==> config.mk <==
export PLATFORM = sky130hd
export DESIGN_NAME = cptr_regs
export DESIGN_NICKNAME = d
export VERILOG_FILES = /design/src/hdl/cptr_pkg.sv /design/src/hdl/cptr_regs.sv
export SDC_FILE = /design/constraint.sdc
export NUM_CORES = 1
export LEC_CHECK = 0
export BUFFER_PORTS_ARGS = -buffer_cell sky130_fd_sc_hd__buf_2
export CORE_MARGIN = 1
export CORE_UTILIZATION = 47
export CTS_BUF_LIST = sky130_fd_sc_hd__clkbuf_8
export DETAILED_ROUTE_END_ITERATION = 10
export PLACE_DENSITY_LB_ADDON = 0.2
export SLEW_MARGIN = 20
export SYNTH_ARGS = -nofsm -noshare
export SYNTH_HDL_FRONTEND = slang
export SYNTH_SLANG_ARGS = --single-unit
==> constraint.sdc <==
create_clock -name clk_i -period 1.48 [get_ports clk_i]
set_input_delay 0.074 -clock clk_i [delete_from_list [all_inputs] [get_ports clk_i]]
set_output_delay 0.074 -clock clk_i [all_outputs]
set_load 0.01 [all_outputs]
==> src/hdl/cptr_pkg.sv <==
// constants for the charger path, dither and thermal register bank
`default_nettype none
package cptr_pkg;
	// ==========================================================
	// register offsets
	localparam logic [7:0] CPTR_OFS_PWR_PATH = 8'h19;
	localparam logic [7:0] CPTR_OFS_DITHER   = 8'h1a;
	localparam logic [7:0] CPTR_OFS_THERMAL  = 8'h1b;
	// ==========================================================
	// power path field positions
	localparam int CPTR_PP_RESTORE_BIT  = 7;
	localparam int CPTR_PP_LOAD_BIT     = 6;
	localparam int CPTR_PP_PFM_BIT      = 5;
	localparam int CPTR_PP_AUTO_REV_BIT = 1;
	localparam int CPTR_PP_REV_BIT      = 0;
	// ==========================================================
	// dither field positions
	localparam int CPTR_DI_FIELD_LSB = 3;
	localparam int CPTR_DI_RSV_LSB   = 5;
	// ==========================================================
	// thermal field positions
	localparam int CPTR_TH_HOT_LSB  = 6;
	localparam int CPTR_TH_WARM_LSB = 4;
	localparam int CPTR_TH_COOL_LSB = 2;
	localparam int CPTR_TH_COLD_LSB = 0;
	// ==========================================================
	// reset values
	localparam logic [7:0] CPTR_RST_PWR_PATH = 8'h00;
	localparam logic [7:0] CPTR_RST_DITHER   = 8'h20;
	localparam logic [7:0] CPTR_RST_THERMAL  = 8'h96;
	localparam logic [2:0] CPTR_DI_RSV_VAL   = 3'h1;
	localparam logic [1:0] CPTR_DITHER_OFF   = 2'h0;
	localparam logic [1:0] CPTR_HOT_RST      = 2'h2;
	localparam logic [1:0] CPTR_WARM_RST     = 2'h1;
	localparam logic [1:0] CPTR_COOL_RST     = 2'h1;
	localparam logic [1:0] CPTR_COLD_RST     = 2'h2;
endpackage
`default_nettype wire

==> src/hdl/cptr_regs.sv <==
// power path, frequency spread and thermistor threshold registers
`timescale 1ns/1ps
`default_nettype none
module cptr_regs (
	// clock and reset
	input  wire logic       clk_i,
	input  wire logic       rst_b_i,
	// register port from the serial host interface
	input  wire logic [7:0] reg_addr_i,
	input  wire logic [7:0] reg_wdata_i,
	input  wire logic       reg_wr_i,
	input  wire logic       reg_rd_i,
	output logic      [7:0] reg_rdata_o,
	// device events
	input  wire logic       watchdog_expired_i,
	input  wire logic       adapter_plugin_i,
	input  wire logic       sync_valid_detect_i,
	input  wire logic       battery_below_target_i,
	input  wire logic       watchdog_restart_req_i,
	input  wire logic       watchdog_restarted_i,
	// control outputs
	output logic            register_restore_o,
	output logic            input_load_sink_enable_o,
	output logic            light_load_pulse_skip_enable_o,
	output logic            automatic_discharge_enable_o,
	output logic            discharge_direction_enable_o,
	output logic            reverse_mode_active_o,
	output logic      [1:0] dither_level_o,
	output logic      [1:0] hot_limit_select_o,
	output logic      [1:0] warm_limit_select_o,
	output logic      [1:0] cool_limit_select_o,
	output logic      [1:0] cold_limit_select_o,
	output logic            watchdog_restart_bit_o
);
	// ==========================================================
	// state
	typedef struct packed {
		logic       load_en;
		logic       pfm_en;
		logic       auto_rev;
		logic       rev_en;
		logic [1:0] dither;
		logic [7:0] thermal;
		logic [7:0] rdata;
		logic       restore;
		logic       rev_active;
		logic       wd_restart;
	} cptr_state_t;

	cptr_state_t st_r;
	cptr_state_t st_nxt;

	logic       wr_pp;
	logic       wr_di;
	logic       wr_th;
	logic       restore_req;
	logic [7:0] pp_view;
	logic [7:0] di_view;

	assign wr_pp       = reg_wr_i && (reg_addr_i == cptr_pkg::CPTR_OFS_PWR_PATH);
	assign wr_di       = reg_wr_i && (reg_addr_i == cptr_pkg::CPTR_OFS_DITHER);
	assign wr_th       = reg_wr_i && (reg_addr_i == cptr_pkg::CPTR_OFS_THERMAL);
	assign restore_req = wr_pp && reg_wdata_i[cptr_pkg::CPTR_PP_RESTORE_BIT];

	// ==========================================================
	// read views, reserved bits fixed
	always_comb begin
		pp_view = cptr_pkg::CPTR_RST_PWR_PATH;
		pp_view[cptr_pkg::CPTR_PP_LOAD_BIT]     = st_r.load_en;
		pp_view[cptr_pkg::CPTR_PP_PFM_BIT]      = st_r.pfm_en;
		pp_view[cptr_pkg::CPTR_PP_AUTO_REV_BIT] = st_r.auto_rev;
		pp_view[cptr_pkg::CPTR_PP_REV_BIT]      = st_r.rev_en;
		di_view = cptr_pkg::CPTR_RST_DITHER;
		di_view[cptr_pkg::CPTR_DI_FIELD_LSB +: 2] = st_r.dither;
	end

	// ==========================================================
	// next state
	always_comb begin
		st_nxt         = st_r;
		st_nxt.restore = 1'b0;
		if (wr_pp) begin
			st_nxt.load_en  = reg_wdata_i[cptr_pkg::CPTR_PP_LOAD_BIT];
			st_nxt.pfm_en   = reg_wdata_i[cptr_pkg::CPTR_PP_PFM_BIT];
			st_nxt.auto_rev = reg_wdata_i[cptr_pkg::CPTR_PP_AUTO_REV_BIT];
			st_nxt.rev_en   = reg_wdata_i[cptr_pkg::CPTR_PP_REV_BIT];
		end
		if (wr_di) begin
			st_nxt.dither = reg_wdata_i[cptr_pkg::CPTR_DI_FIELD_LSB +: 2];
		end
		if (wr_th) begin
			st_nxt.thermal = reg_wdata_i;
		end
		// sync clears pulse skipping unless the host writes one now
		if (sync_valid_detect_i && !(wr_pp && reg_wdata_i[cptr_pkg::CPTR_PP_PFM_BIT])) begin
			st_nxt.pfm_en = 1'b0;
		end
		if (watchdog_expired_i) begin
			st_nxt.load_en  = 1'b0;
			st_nxt.auto_rev = 1'b0;
			st_nxt.rev_en   = 1'b0;
		end
		if (adapter_plugin_i) begin
			st_nxt.rev_en = 1'b0;
		end
		// restart request wins over the done strobe
		if (watchdog_restarted_i) begin
			st_nxt.wd_restart = 1'b0;
		end
		if (watchdog_restart_req_i) begin
			st_nxt.wd_restart = 1'b1;
		end
		if (restore_req) begin
			st_nxt.load_en    = cptr_pkg::CPTR_RST_PWR_PATH[cptr_pkg::CPTR_PP_LOAD_BIT];
			st_nxt.pfm_en     = cptr_pkg::CPTR_RST_PWR_PATH[cptr_pkg::CPTR_PP_PFM_BIT];
			st_nxt.auto_rev   = cptr_pkg::CPTR_RST_PWR_PATH[cptr_pkg::CPTR_PP_AUTO_REV_BIT];
			st_nxt.rev_en     = cptr_pkg::CPTR_RST_PWR_PATH[cptr_pkg::CPTR_PP_REV_BIT];
			st_nxt.dither     = cptr_pkg::CPTR_DITHER_OFF;
			st_nxt.thermal    = cptr_pkg::CPTR_RST_THERMAL;
			st_nxt.wd_restart = 1'b0;
			st_nxt.restore    = 1'b1;
		end
		st_nxt.rev_active = st_nxt.rev_en || (st_nxt.auto_rev && battery_below_target_i);
		if (reg_rd_i) begin
			unique case (reg_addr_i)
				cptr_pkg::CPTR_OFS_PWR_PATH: st_nxt.rdata = pp_view;
				cptr_pkg::CPTR_OFS_DITHER:   st_nxt.rdata = di_view;
				cptr_pkg::CPTR_OFS_THERMAL:  st_nxt.rdata = st_r.thermal;
				default:                     st_nxt.rdata = 8'h00;
			endcase
		end
	end

	// ==========================================================
	// state register
	always_ff @(posedge clk_i) begin
		if (!rst_b_i) begin
			st_r.load_en    <= 1'b0;
			st_r.pfm_en     <= 1'b0;
			st_r.auto_rev   <= 1'b0;
			st_r.rev_en     <= 1'b0;
			st_r.dither     <= cptr_pkg::CPTR_DITHER_OFF;
			st_r.thermal    <= cptr_pkg::CPTR_RST_THERMAL;
			st_r.rdata      <= 8'h00;
			st_r.restore    <= 1'b0;
			st_r.rev_active <= 1'b0;
			st_r.wd_restart <= 1'b0;
		end else begin
			st_r <= st_nxt;
		end
	end

	assign reg_rdata_o                    = st_r.rdata;
	assign register_restore_o             = st_r.restore;
	assign input_load_sink_enable_o       = st_r.load_en;
	assign light_load_pulse_skip_enable_o = st_r.pfm_en;
	assign automatic_discharge_enable_o   = st_r.auto_rev;
	assign discharge_direction_enable_o   = st_r.rev_en;
	assign reverse_mode_active_o          = st_r.rev_active;
	assign dither_level_o                 = st_r.dither;
	assign hot_limit_select_o             = st_r.thermal[cptr_pkg::CPTR_TH_HOT_LSB +: 2];
	assign warm_limit_select_o            = st_r.thermal[cptr_pkg::CPTR_TH_WARM_LSB +: 2];
	assign cool_limit_select_o            = st_r.thermal[cptr_pkg::CPTR_TH_COOL_LSB +: 2];
	assign cold_limit_select_o            = st_r.thermal[cptr_pkg::CPTR_TH_COLD_LSB +: 2];
	assign watchdog_restart_bit_o         = st_r.wd_restart;

	// ==========================================================
	// checks
	a_reset_defaults: assert property (@(posedge clk_i)
		!rst_b_i |=> {hot_limit_select_o, warm_limit_select_o, cool_limit_select_o,
			cold_limit_select_o} == {cptr_pkg::CPTR_HOT_RST, cptr_pkg::CPTR_WARM_RST,
			cptr_pkg::CPTR_COOL_RST, cptr_pkg::CPTR_COLD_RST}
			&& !light_load_pulse_skip_enable_o && !discharge_direction_enable_o)
		else $error("reset did not restore defaults");
	a_restore_defaults: assert property (@(posedge clk_i) disable iff (!rst_b_i)
		restore_req |=> (st_r.thermal == cptr_pkg::CPTR_RST_THERMAL)
			&& (st_r.dither == cptr_pkg::CPTR_DITHER_OFF)
			&& !st_r.load_en && !st_r.rev_en && register_restore_o)
		else $error("restore did not return defaults");
	a_restore_reads_zero: assert property (@(posedge clk_i) disable iff (!rst_b_i)
		reg_rd_i && (reg_addr_i == cptr_pkg::CPTR_OFS_PWR_PATH)
		|=> !reg_rdata_o[cptr_pkg::CPTR_PP_RESTORE_BIT] && (reg_rdata_o[4:2] == 3'h0))
		else $error("restore or reserved bit read back one");
	a_wdog_clears_load: assert property (@(posedge clk_i) disable iff (!rst_b_i)
		watchdog_expired_i |=> !input_load_sink_enable_o && !automatic_discharge_enable_o
			&& !discharge_direction_enable_o)
		else $error("watchdog left load or discharge set");
	a_load_write: assert property (@(posedge clk_i) disable iff (!rst_b_i)
		wr_pp && !restore_req && !watchdog_expired_i
		|=> input_load_sink_enable_o == 1'($past(reg_wdata_i) >> cptr_pkg::CPTR_PP_LOAD_BIT))
		else $error("host write of load sink lost");
	a_sync_clears_pfm: assert property (@(posedge clk_i) disable iff (!rst_b_i)
		sync_valid_detect_i && !(wr_pp && reg_wdata_i[cptr_pkg::CPTR_PP_PFM_BIT])
		|=> !light_load_pulse_skip_enable_o)
		else $error("sync did not clear pulse skip");
	a_force_pfm: assert property (@(posedge clk_i) disable iff (!rst_b_i)
		wr_pp && reg_wdata_i[cptr_pkg::CPTR_PP_PFM_BIT] && !restore_req
		|=> light_load_pulse_skip_enable_o)
		else $error("host write of pulse skip lost");
	a_plugin_clears_rev: assert property (@(posedge clk_i) disable iff (!rst_b_i)
		adapter_plugin_i |=> !discharge_direction_enable_o)
		else $error("adapter plug-in left discharge enabled");
	a_manual_reverse: assert property (@(posedge clk_i) disable iff (!rst_b_i)
		discharge_direction_enable_o |-> reverse_mode_active_o)
		else $error("manual discharge did not engage reverse");
	a_auto_reverse: assert property (@(posedge clk_i) disable iff (!rst_b_i)
		automatic_discharge_enable_o && battery_below_target_i
		&& !watchdog_expired_i && !restore_req && !wr_pp |=> reverse_mode_active_o)
		else $error("auto reverse did not engage");
	a_dither_write: assert property (@(posedge clk_i) disable iff (!rst_b_i)
		wr_di |=> dither_level_o == 2'($past(reg_wdata_i) >> cptr_pkg::CPTR_DI_FIELD_LSB))
		else $error("dither write not stored");
	a_dither_read: assert property (@(posedge clk_i) disable iff (!rst_b_i)
		reg_rd_i && (reg_addr_i == cptr_pkg::CPTR_OFS_DITHER)
		|=> reg_rdata_o == {cptr_pkg::CPTR_DI_RSV_VAL, $past(dither_level_o), 3'h0})
		else $error("dither register read wrong");
	a_thermal_write: assert property (@(posedge clk_i) disable iff (!rst_b_i)
		wr_th
		|=> {hot_limit_select_o, warm_limit_select_o, cool_limit_select_o,
			cold_limit_select_o} == $past(reg_wdata_i))
		else $error("thermal limits not stored");
	a_restart_held: assert property (@(posedge clk_i) disable iff (!rst_b_i)
		watchdog_restart_req_i |=> watchdog_restart_bit_o || $past(restore_req))
		else $error("restart request lost");
	a_restart_done: assert property (@(posedge clk_i) disable iff (!rst_b_i)
		watchdog_restarted_i && !watchdog_restart_req_i |=> !watchdog_restart_bit_o)
		else $error("restart bit not cleared after restart");
endmodule // cptr_regs
`default_nettype wire

==> After elaboration in Yosys (flattened, before gate mapping) <==
Cells that the tools add are included.
{ "classes": {"reduce_logical": 13, "bitwise_logic": 1, "eq_ne": 3, "n_mux": 10} }
{ "ops": {"columns": ["cell", "count"], "rows": [
  ["== test 8 x 5 -> 1 bit (second input constant)", 3],
  ["one-hot mux 8 bit (3 select lines)", 1],
  ["2-to-1 mux 12 bit", 1],
  ["2-to-1 mux 8 bit", 1],
  ["logical AND 1 bit", 7],
  ["2-to-1 mux 2 bit", 3],
  ["OR reduction 3 bit", 2],
  ["2-to-1 mux 1 bit", 4],
  ["nonzero test 2 bit", 1],
  ["OR reduction 2 bit", 1],
  ["zero test 1 bit", 1],
  ["logical OR 1 bit", 1],
  ["NOT 1 bit", 1]
]} }
{ "totals": {"word_cells": 37, "out_inout_bits": 25, "regBits": 25} }

==> Depth between registers and ports, before layout <==
Gate-level depths: netlist of the first run.
{ "depth": {"word_depth": 8, "depth_mapped": 6, "mapped_depth_nobuf": 4} }

==> Worst setup path before layout of the first run <==
OpenSTA, ideal clock, no wires.
{ "synth_path": {"path_type": "in2reg", "start": "input reg_addr_i[5]", "end": "register st_r (netlist bit light_load_pulse_skip_enable_o)", "t_arrival_ps": 1125, "required_ps": 1414, "slack_ps": 289, "cell_stages": 5, "cell_sequence": "and4bb_1 > and4b_1 > buf_6 > or3b_1 > a21oi_2"} }
{ "synth_between": {"elab_chain_len": 6} }
{ "synth_lines": {"columns": ["item", "line_no", "text"], "rows": [
  ["from (decl)", "cptr_regs.sv:9", "input wire logic [7:0] reg_addr_i,"],
  ["== test 8 x 5 -> 1 bit (*)", "cptr_regs.sv:60", "assign wr_pp = reg_wr_i && (reg_addr_i == cptr_pkg::CPTR_OFS_PWR_PATH);"],
  ["logical AND 1 bit (*)", "cptr_regs.sv:60", null],
  ["logical AND 1 bit", "cptr_regs.sv:95", "if (sync_valid_detect_i && !(wr_pp && reg_wdata_i[cptr_pkg::CPTR_PP_PFM_BIT])) begin"],
  ["zero test 1 bit", "cptr_regs.sv:95", null],
  ["logical AND 1 bit", "cptr_regs.sv:95", null],
  ["OR reduction 3 bit (no source line)", null, null],
  ["to (signal assigned)", "cptr_regs.sv:149", "st_r <= st_nxt;"],
  ["to (decl)", "cptr_regs.sv:50", "cptr_state_t st_r;"]
]} }
Every way passes the cells marked *; elsewhere a longest branch is shown, timed or not.
A chain may end at the register's enable or synchronous reset.

==> Worst setup path after layout of the first run <==
{ "layout_path": {"start": "input reg_addr_i[5]", "end": "register st_r (netlist bit reverse_mode_active_o)"} }
{ "layout_between": {"elab_chain_len": 7} }
{ "layout_lines": {"columns": ["item", "line_no", "text"], "rows": [
  ["== test 8 x 5 -> 1 bit (*)", "cptr_regs.sv:60", null],
  ["logical AND 1 bit (*)", "cptr_regs.sv:60", null],
  ["2-to-1 mux 2 bit", "cptr_regs.sv:82", "if (wr_pp) begin"],
  ["2-to-1 mux 2 bit", "cptr_regs.sv:98", "if (watchdog_expired_i) begin"],
  ["2-to-1 mux 1 bit or 2-to-1 mux 12 bit (tied branches)", "cptr_regs.sv:103, cptr_regs.sv:113", null],
  ["2-to-1 mux 12 bit (*)", "cptr_regs.sv:113", "if (restore_req) begin"],
  ["logical OR 1 bit (*)", "cptr_regs.sv:123", "st_nxt.rev_active = st_nxt.rev_en || (st_nxt.auto_rev && battery_below_target_i);"]
]} }
Marked as above.

==> results of run 1 <==
[through the flow]
| step | utilization, % | cells | total power (uW) | setup slack, ns |
|---|---|---|---|---|
| 3_5_place_dp | 63.19 | 194 | 790.5 | 0.05459 |
| 4_1_cts | 65.27 | 198 | 1190 | 0.3272 |
| 3_3_place_gp | 63.19 | 194 | 789.1 | 0.1006 |
| 6_report | 65.27 | 198 | 1174 | 0.3137 |
| 2_1_floorplan | - | 117 | 743.5 | 0.2888 |
| 5_1_grt | 65.27 | 198 | 1227 | 0.2061 |
[how the worst max path moves through the flow]
stage                                     end  slack [ns]  cells after the start
3_5_place_dp            reverse_mode_active_o        0.05                      5
2_1_floorplan  light_load_pulse_skip_enable_o        0.29                      5
3_3_place_gp            reverse_mode_active_o        0.10                      5
5_1_grt                 reverse_mode_active_o        0.21                      5
6_report                reverse_mode_active_o        0.31                      5
4_1_cts                 reverse_mode_active_o        0.33                      5
[per-layer routing]
| metal | share of wire (%) | vias up | GRT usage, % |
|---|---|---|---|
| met5 | 0 | - | 0 |
| met4 | 1.1 | 0 | 9.259 |
| met3 | 5.3 | 4 | 4.464 |
| met2 | 49 | 31 | 36.18 |
| met1 | 44 | 440 | 26.80 |
| li1 | - | 514 | - |
[critical path, cell delays in order]
cell,delay [ns]
buf_2,0.09
and4bb_1,0.37
and4b_1,0.41
mux2i_1,0.28
o21bai_1,0.10
[power by group through the flow]
stage / Clock [uW] / Combinational (uW) / Sequential [uW]
final: 399 / 99.9 / 675
after CTS: 415 / 99.9 / 676
after detailed placement: 0 / 99.1 / 691
after floorplan: 0 / 51.0 / 693
after global routing: 439 / 111 / 676
after global placement: 0 / 97.8 / 691
[logic make-up after synthesis]
group / after synthesis
buffers and inverters: 10
flip-flops: 25
AO/OA/AOI/OAI: 15
multiplexers: 18
AND/OR/NAND/NOR: 49
[cell type report]
| cell class | instances | area (um2) |
|---|---|---|
| Sequential cell | 25 | 500.5 |
| Fill cell | 222 | 775.7 |
| Tap cell | 28 | 35.03 |
| Clock inverter | 1 | 5.005 |
| Multi-Input combinational cell | 82 | 576.8 |
| Clock buffer | 3 | 41.29 |
| Timing Repair Buffer | 54 | 280.3 |
| Inverter | 5 | 18.77 |
[state kept, by name, summed over array words and instances (netlist names)]
| register | cells |
|---|---|
| cool_limit_select_o | 2 |
| cold_limit_select_o | 2 |
| register_restore_o | 1 |
| reg_rdata_o | 8 |
| dither_level_o | 2 |
| input_load_sink_enable_o | 1 |
| watchdog_restart_bit_o | 1 |
| light_load_pulse_skip_enable_o | 1 |
| reverse_mode_active_o | 1 |
| warm_limit_select_o | 2 |
| discharge_direction_enable_o | 1 |
| hot_limit_select_o | 2 |
| automatic_discharge_enable_o | 1 |
[cell usage in the layout (no fill, tap or decap), types with 4 or more instances in the layout]
cell type   n
a21boi_0    5
buf_2      50
buf_4       4
dfxtp_1    25
inv_1       5
mux2_2      5
mux2i_1    13
nand2_1     9
nand2b_1    6
nand4_1     4
nor2_1     10
==> results.toml, run 1 <==
[power]
clkPwrFrac_pct = 34.0
switchingPower_uw = 261.5
p_leak_uw = 0.0007248
swShare_pct = 22.28
p_int_uw = 912.5
combPwrFrac_pct = 8.5
ir_drop_mv = 0.5725
powerDensity_nw_per_um2 = 805.4
seq_power_share_pct = 57.5

[clock_tree]
clk_pin_slew_ns = 0.09
numCtsBuffers = 3
cts_root_buf = "clkbuf_8"
htreeDepth = 1
clock-sinks = 25
clockBufferDepth = 2
clock_latency_ns = 0.27
cts_resized = 0
tritoncts = "built"
cts_hold_buffers = 0
cts_setup_buffers = 0

[worst_hold_path]
holdPathStages = 3
whs_endpoint = "watchdog_restart_bit_o"
hold_class = "in -> reg"
min-delay-start = "watchdog_restart_req_i"

[sta]
hold_viol_final = 0
setup_violations = 0
drv_slew = 0
worst_clock_skew_ns = 0.003973
rsz0062_at_grt = "false"
post-route-period-util_pct = 78.81
fin_tns_setup_ns = 0
fin_crit_ns = 1.166
slew_headroom_pct = 75.83
hold_ws_ns = 0.01633
worst_slew_pin_slew_ns = 0.3624
max_freq_mhz = 857.4

[synthesis]
synth_top_area_cell = "dfxtp_1"
ys_ff_latch = 25
synth_compound_area_share_pct = 9.292
yosys.area_share.simple_pct = 25.22
synthMuxAreaShare_pct = 16.48
avgSynthCellArea_um2 = 9.667
netlist_top_cells_count = "dfxtp_1 (25), mux2i_1 (13), nor2_1 (10), nand2_1 (9), nand2b_1 (6)"
ys_warn_count = 0
synth_nets = 143
netlist_area_um2 = 1131
synthDistinctLibCells = 32
synth_edf_count = 0
synth_fa_ha_area_share_pct = 0
synthTopCellsByArea = "dfxtp_1 (44%), mux2i_1 (12%), mux2_2 (5.0%)"
async_reset_ff_share_pct = 0
synth_top_area_share_pct = 44.25
synth_top_family_by_area = "simple AND/OR/NAND/NOR gates"
syn_inst = 117
ys_seq_area_share_pct = 44.25
synthXorXnorAreaFrac_pct = 0
ys.flop_type = "dfxtp_1"
yosysMostFrequentCell = "dfxtp_1"

[critical_path]
r2r_start = "discharge_direction_enable_o"
reg2reg_depth = 4
cp_max_fo = 6
cp-startpoint = "reg_addr_i[5]"
cp-start-kind = "input pin"
r2r_setup_slack_ns = 0.49
end_kind = "flip-flop"
required_ns = 1.64
path_class = "in -> reg"
crit_arrival_ns = 1.33
timing.rr.end = "reg_rdata_o[0]"

[routing]
viasPerCell = 4.995
dr.pass1.iters = 3
wl_per_cell_um = 12.03
drtIter0Drc = 5
drc = 0
antenna_left = 0
wl_um = 2382
num_vias = 989

[run]
maxCapViolations = 0

[layout]
nets = 197
drive_gt1_share_pct = 40.59
synthToLayoutAreaGrowth_pct = 28.87
diodes = 0
fin_area_um2 = 1458

[placed_design]
dpl.hpwl_um = 1844
gp_congestion = 0.7642
placed_area_um2 = 1411
portBuffers = 50

[floorplanning]
dieArea_um2 = 2607
io_pins = 51
die_w_um = 51.06
start_util_pct = 50.64
rows = 17
core_um2 = 2233
fp.dieH_um = 51.06

[grt]
grt_pass1_vias = 970
grt_overflow_total = 0
antenna_found_initial = 0
grt_max_degree = 17
track_usage_pct = 21.68
grt_pass1_wl_um = 4209

[status]
outcome = "finished clean"
(Power assumes the default switching activity.)
==> inputs of run 2 (changes only) <==
Clock period 1.48 ns to 1.1 ns, I/O delays scaled along.
==> results.toml, run 2 (same netlist as run 1, synthesis figures left out) <==
[sta]
slew_headroom_pct = 80.08
max_freq_mhz = 980.4
setup_violations = 0
drv_slew = 0
fin_tns_setup_ns = 0
hold_viol_final = 0
worst_clock_skew_ns = 0.007043
worst_slew_pin_slew_ns = 0.2986
rsz0062_at_grt = "false"
post-route-period-util_pct = 92.72
fin_crit_ns = 1.020

[routing]
antenna_left = 0
dr.pass1.iters = 4
wl_um = 2532
drtIter0Drc = 13
drc = 0
num_vias = 1034
viasPerCell = 4.971
wl_per_cell_um = 12.17

[floorplanning]
start_util_pct = 50.64
dieArea_um2 = 2607
fp.dieH_um = 51.06
core_um2 = 2233
io_pins = 51
rows = 17
die_w_um = 51.06

[clock_tree]
tritoncts = "built"
clock-sinks = 25
clk_pin_slew_ns = 0.09
clock_latency_ns = 0.27
clockBufferDepth = 2
htreeDepth = 1
numCtsBuffers = 3
cts_root_buf = "clkbuf_8"
cts_setup_buffers = 0

[grt]
grt_overflow_total = 0
track_usage_pct = 22.12
grt_pass1_wl_um = 4367
grt_max_degree = 17
antenna_found_initial = 0
grt_pass1_vias = 1015

[status]
outcome = "finished clean"

[placed_design]
gp_congestion = 0.7656
dpl.hpwl_um = 1952
placed_area_um2 = 1471
portBuffers = 50

[worst_hold_path]
hold_class = "in -> reg"

[run]
maxCapViolations = 0

[power]
ir_drop_mv = 0.6837
p_leak_uw = 0.0007724
report.power.total_uw = 1611
powerDensity_nw_per_um2 = 1047

[layout]
nets = 207
layout_commonest_cell = "buf_2"
diodes = 0
drive_gt1_share_pct = 43.33
largest_reg_flops = 8
fin_area_um2 = 1539
layout_common_cells = "buf_2 (50), dfxtp_1 (24), mux2i_1 (13)"
synthToLayoutAreaGrowth_pct = 36.06

[critical_path]
cp_max_fo = 6
path_class = "in -> reg"
r2r_setup_slack_ns = 0.12
required_ns = 1.26
end_kind = "flip-flop"
crit_arrival_ns = 1.18
cp-start-kind = "input pin"
[run 2: worst paths after layout]
check	start	end	cells after the start
setup reg to reg	hot_limit_select_o[0]	reg_rdata_o[6]	4
hold reg to reg	reg_rdata_o[3]	reg_rdata_o[3]	2
hold / removal	reg_wdata_i[1]	cold_limit_select_o[1]	3
setup / recovery	reg_addr_i[5]	reverse_mode_active_o	5
[run 2: layout make-up]
class	count	area, um2
clock buffer	3	41.29
clock inverter	1	5.005
fill	196	694.4
inverter	5	18.77
multi-input combinational	82	576.8
sequential	25	501.7
tap	28	35.03
timing repair buffer	64	360.3
[run 2: critical path: stages]
cell,delay [ns]
buf_2,0.09
and4bb_1,0.27
and4b_1,0.38
mux2i_1,0.29
o21bai_1,0.10
[run 2: through the flow]
step / utilization [%] / std cells / worst slack, ns / hold slack [ns]
2_1_floorplan: - / 117 / -0.07219 / 0.1724
3_3_place_gp: 65.88 / 202 / -0.1225 / 0.2613
3_5_place_dp: 65.88 / 202 / -0.2170 / 0.2725
4_1_cts: 68.85 / 208 / 0.06551 / 0.01090
5_1_grt: 68.91 / 208 / 0.03636 / 0.02668
6_report: 68.91 / 208 / 0.08003 / 0.01902
[run 2: power breakdown]
group | switching [uW] | total [uW] | internal [uW]
clock | 289 | 542 | 253
combinational | 73.1 | 160 | 86.9
sequential | 1.75 | 909 | 907
total | 364 | 1610 | 1250
[run 2: routing by layer]
| metal | vias up | global-route usage [%] | routed length [um] | share of wire, % |
|---|---|---|---|---|
| li1 | 535 | - | - | - |
| met1 | 460 | 28.28 | 1163 | 46 |
| met2 | 35 | 37.06 | 1215 | 48 |
| met3 | 4 | 4.167 | 124 | 4.9 |
| met4 | 0 | 7.407 | 28 | 1.1 |
| met5 | - | 0 | 0 | 0 |
[run 2: repair_timing]
item | CTS | global route
resized for setup | 0 | 1
hold buffers | 2 | 0
endpoints found under the hold margin | 2 | 0
setup endpoints to repair | 0 | 1
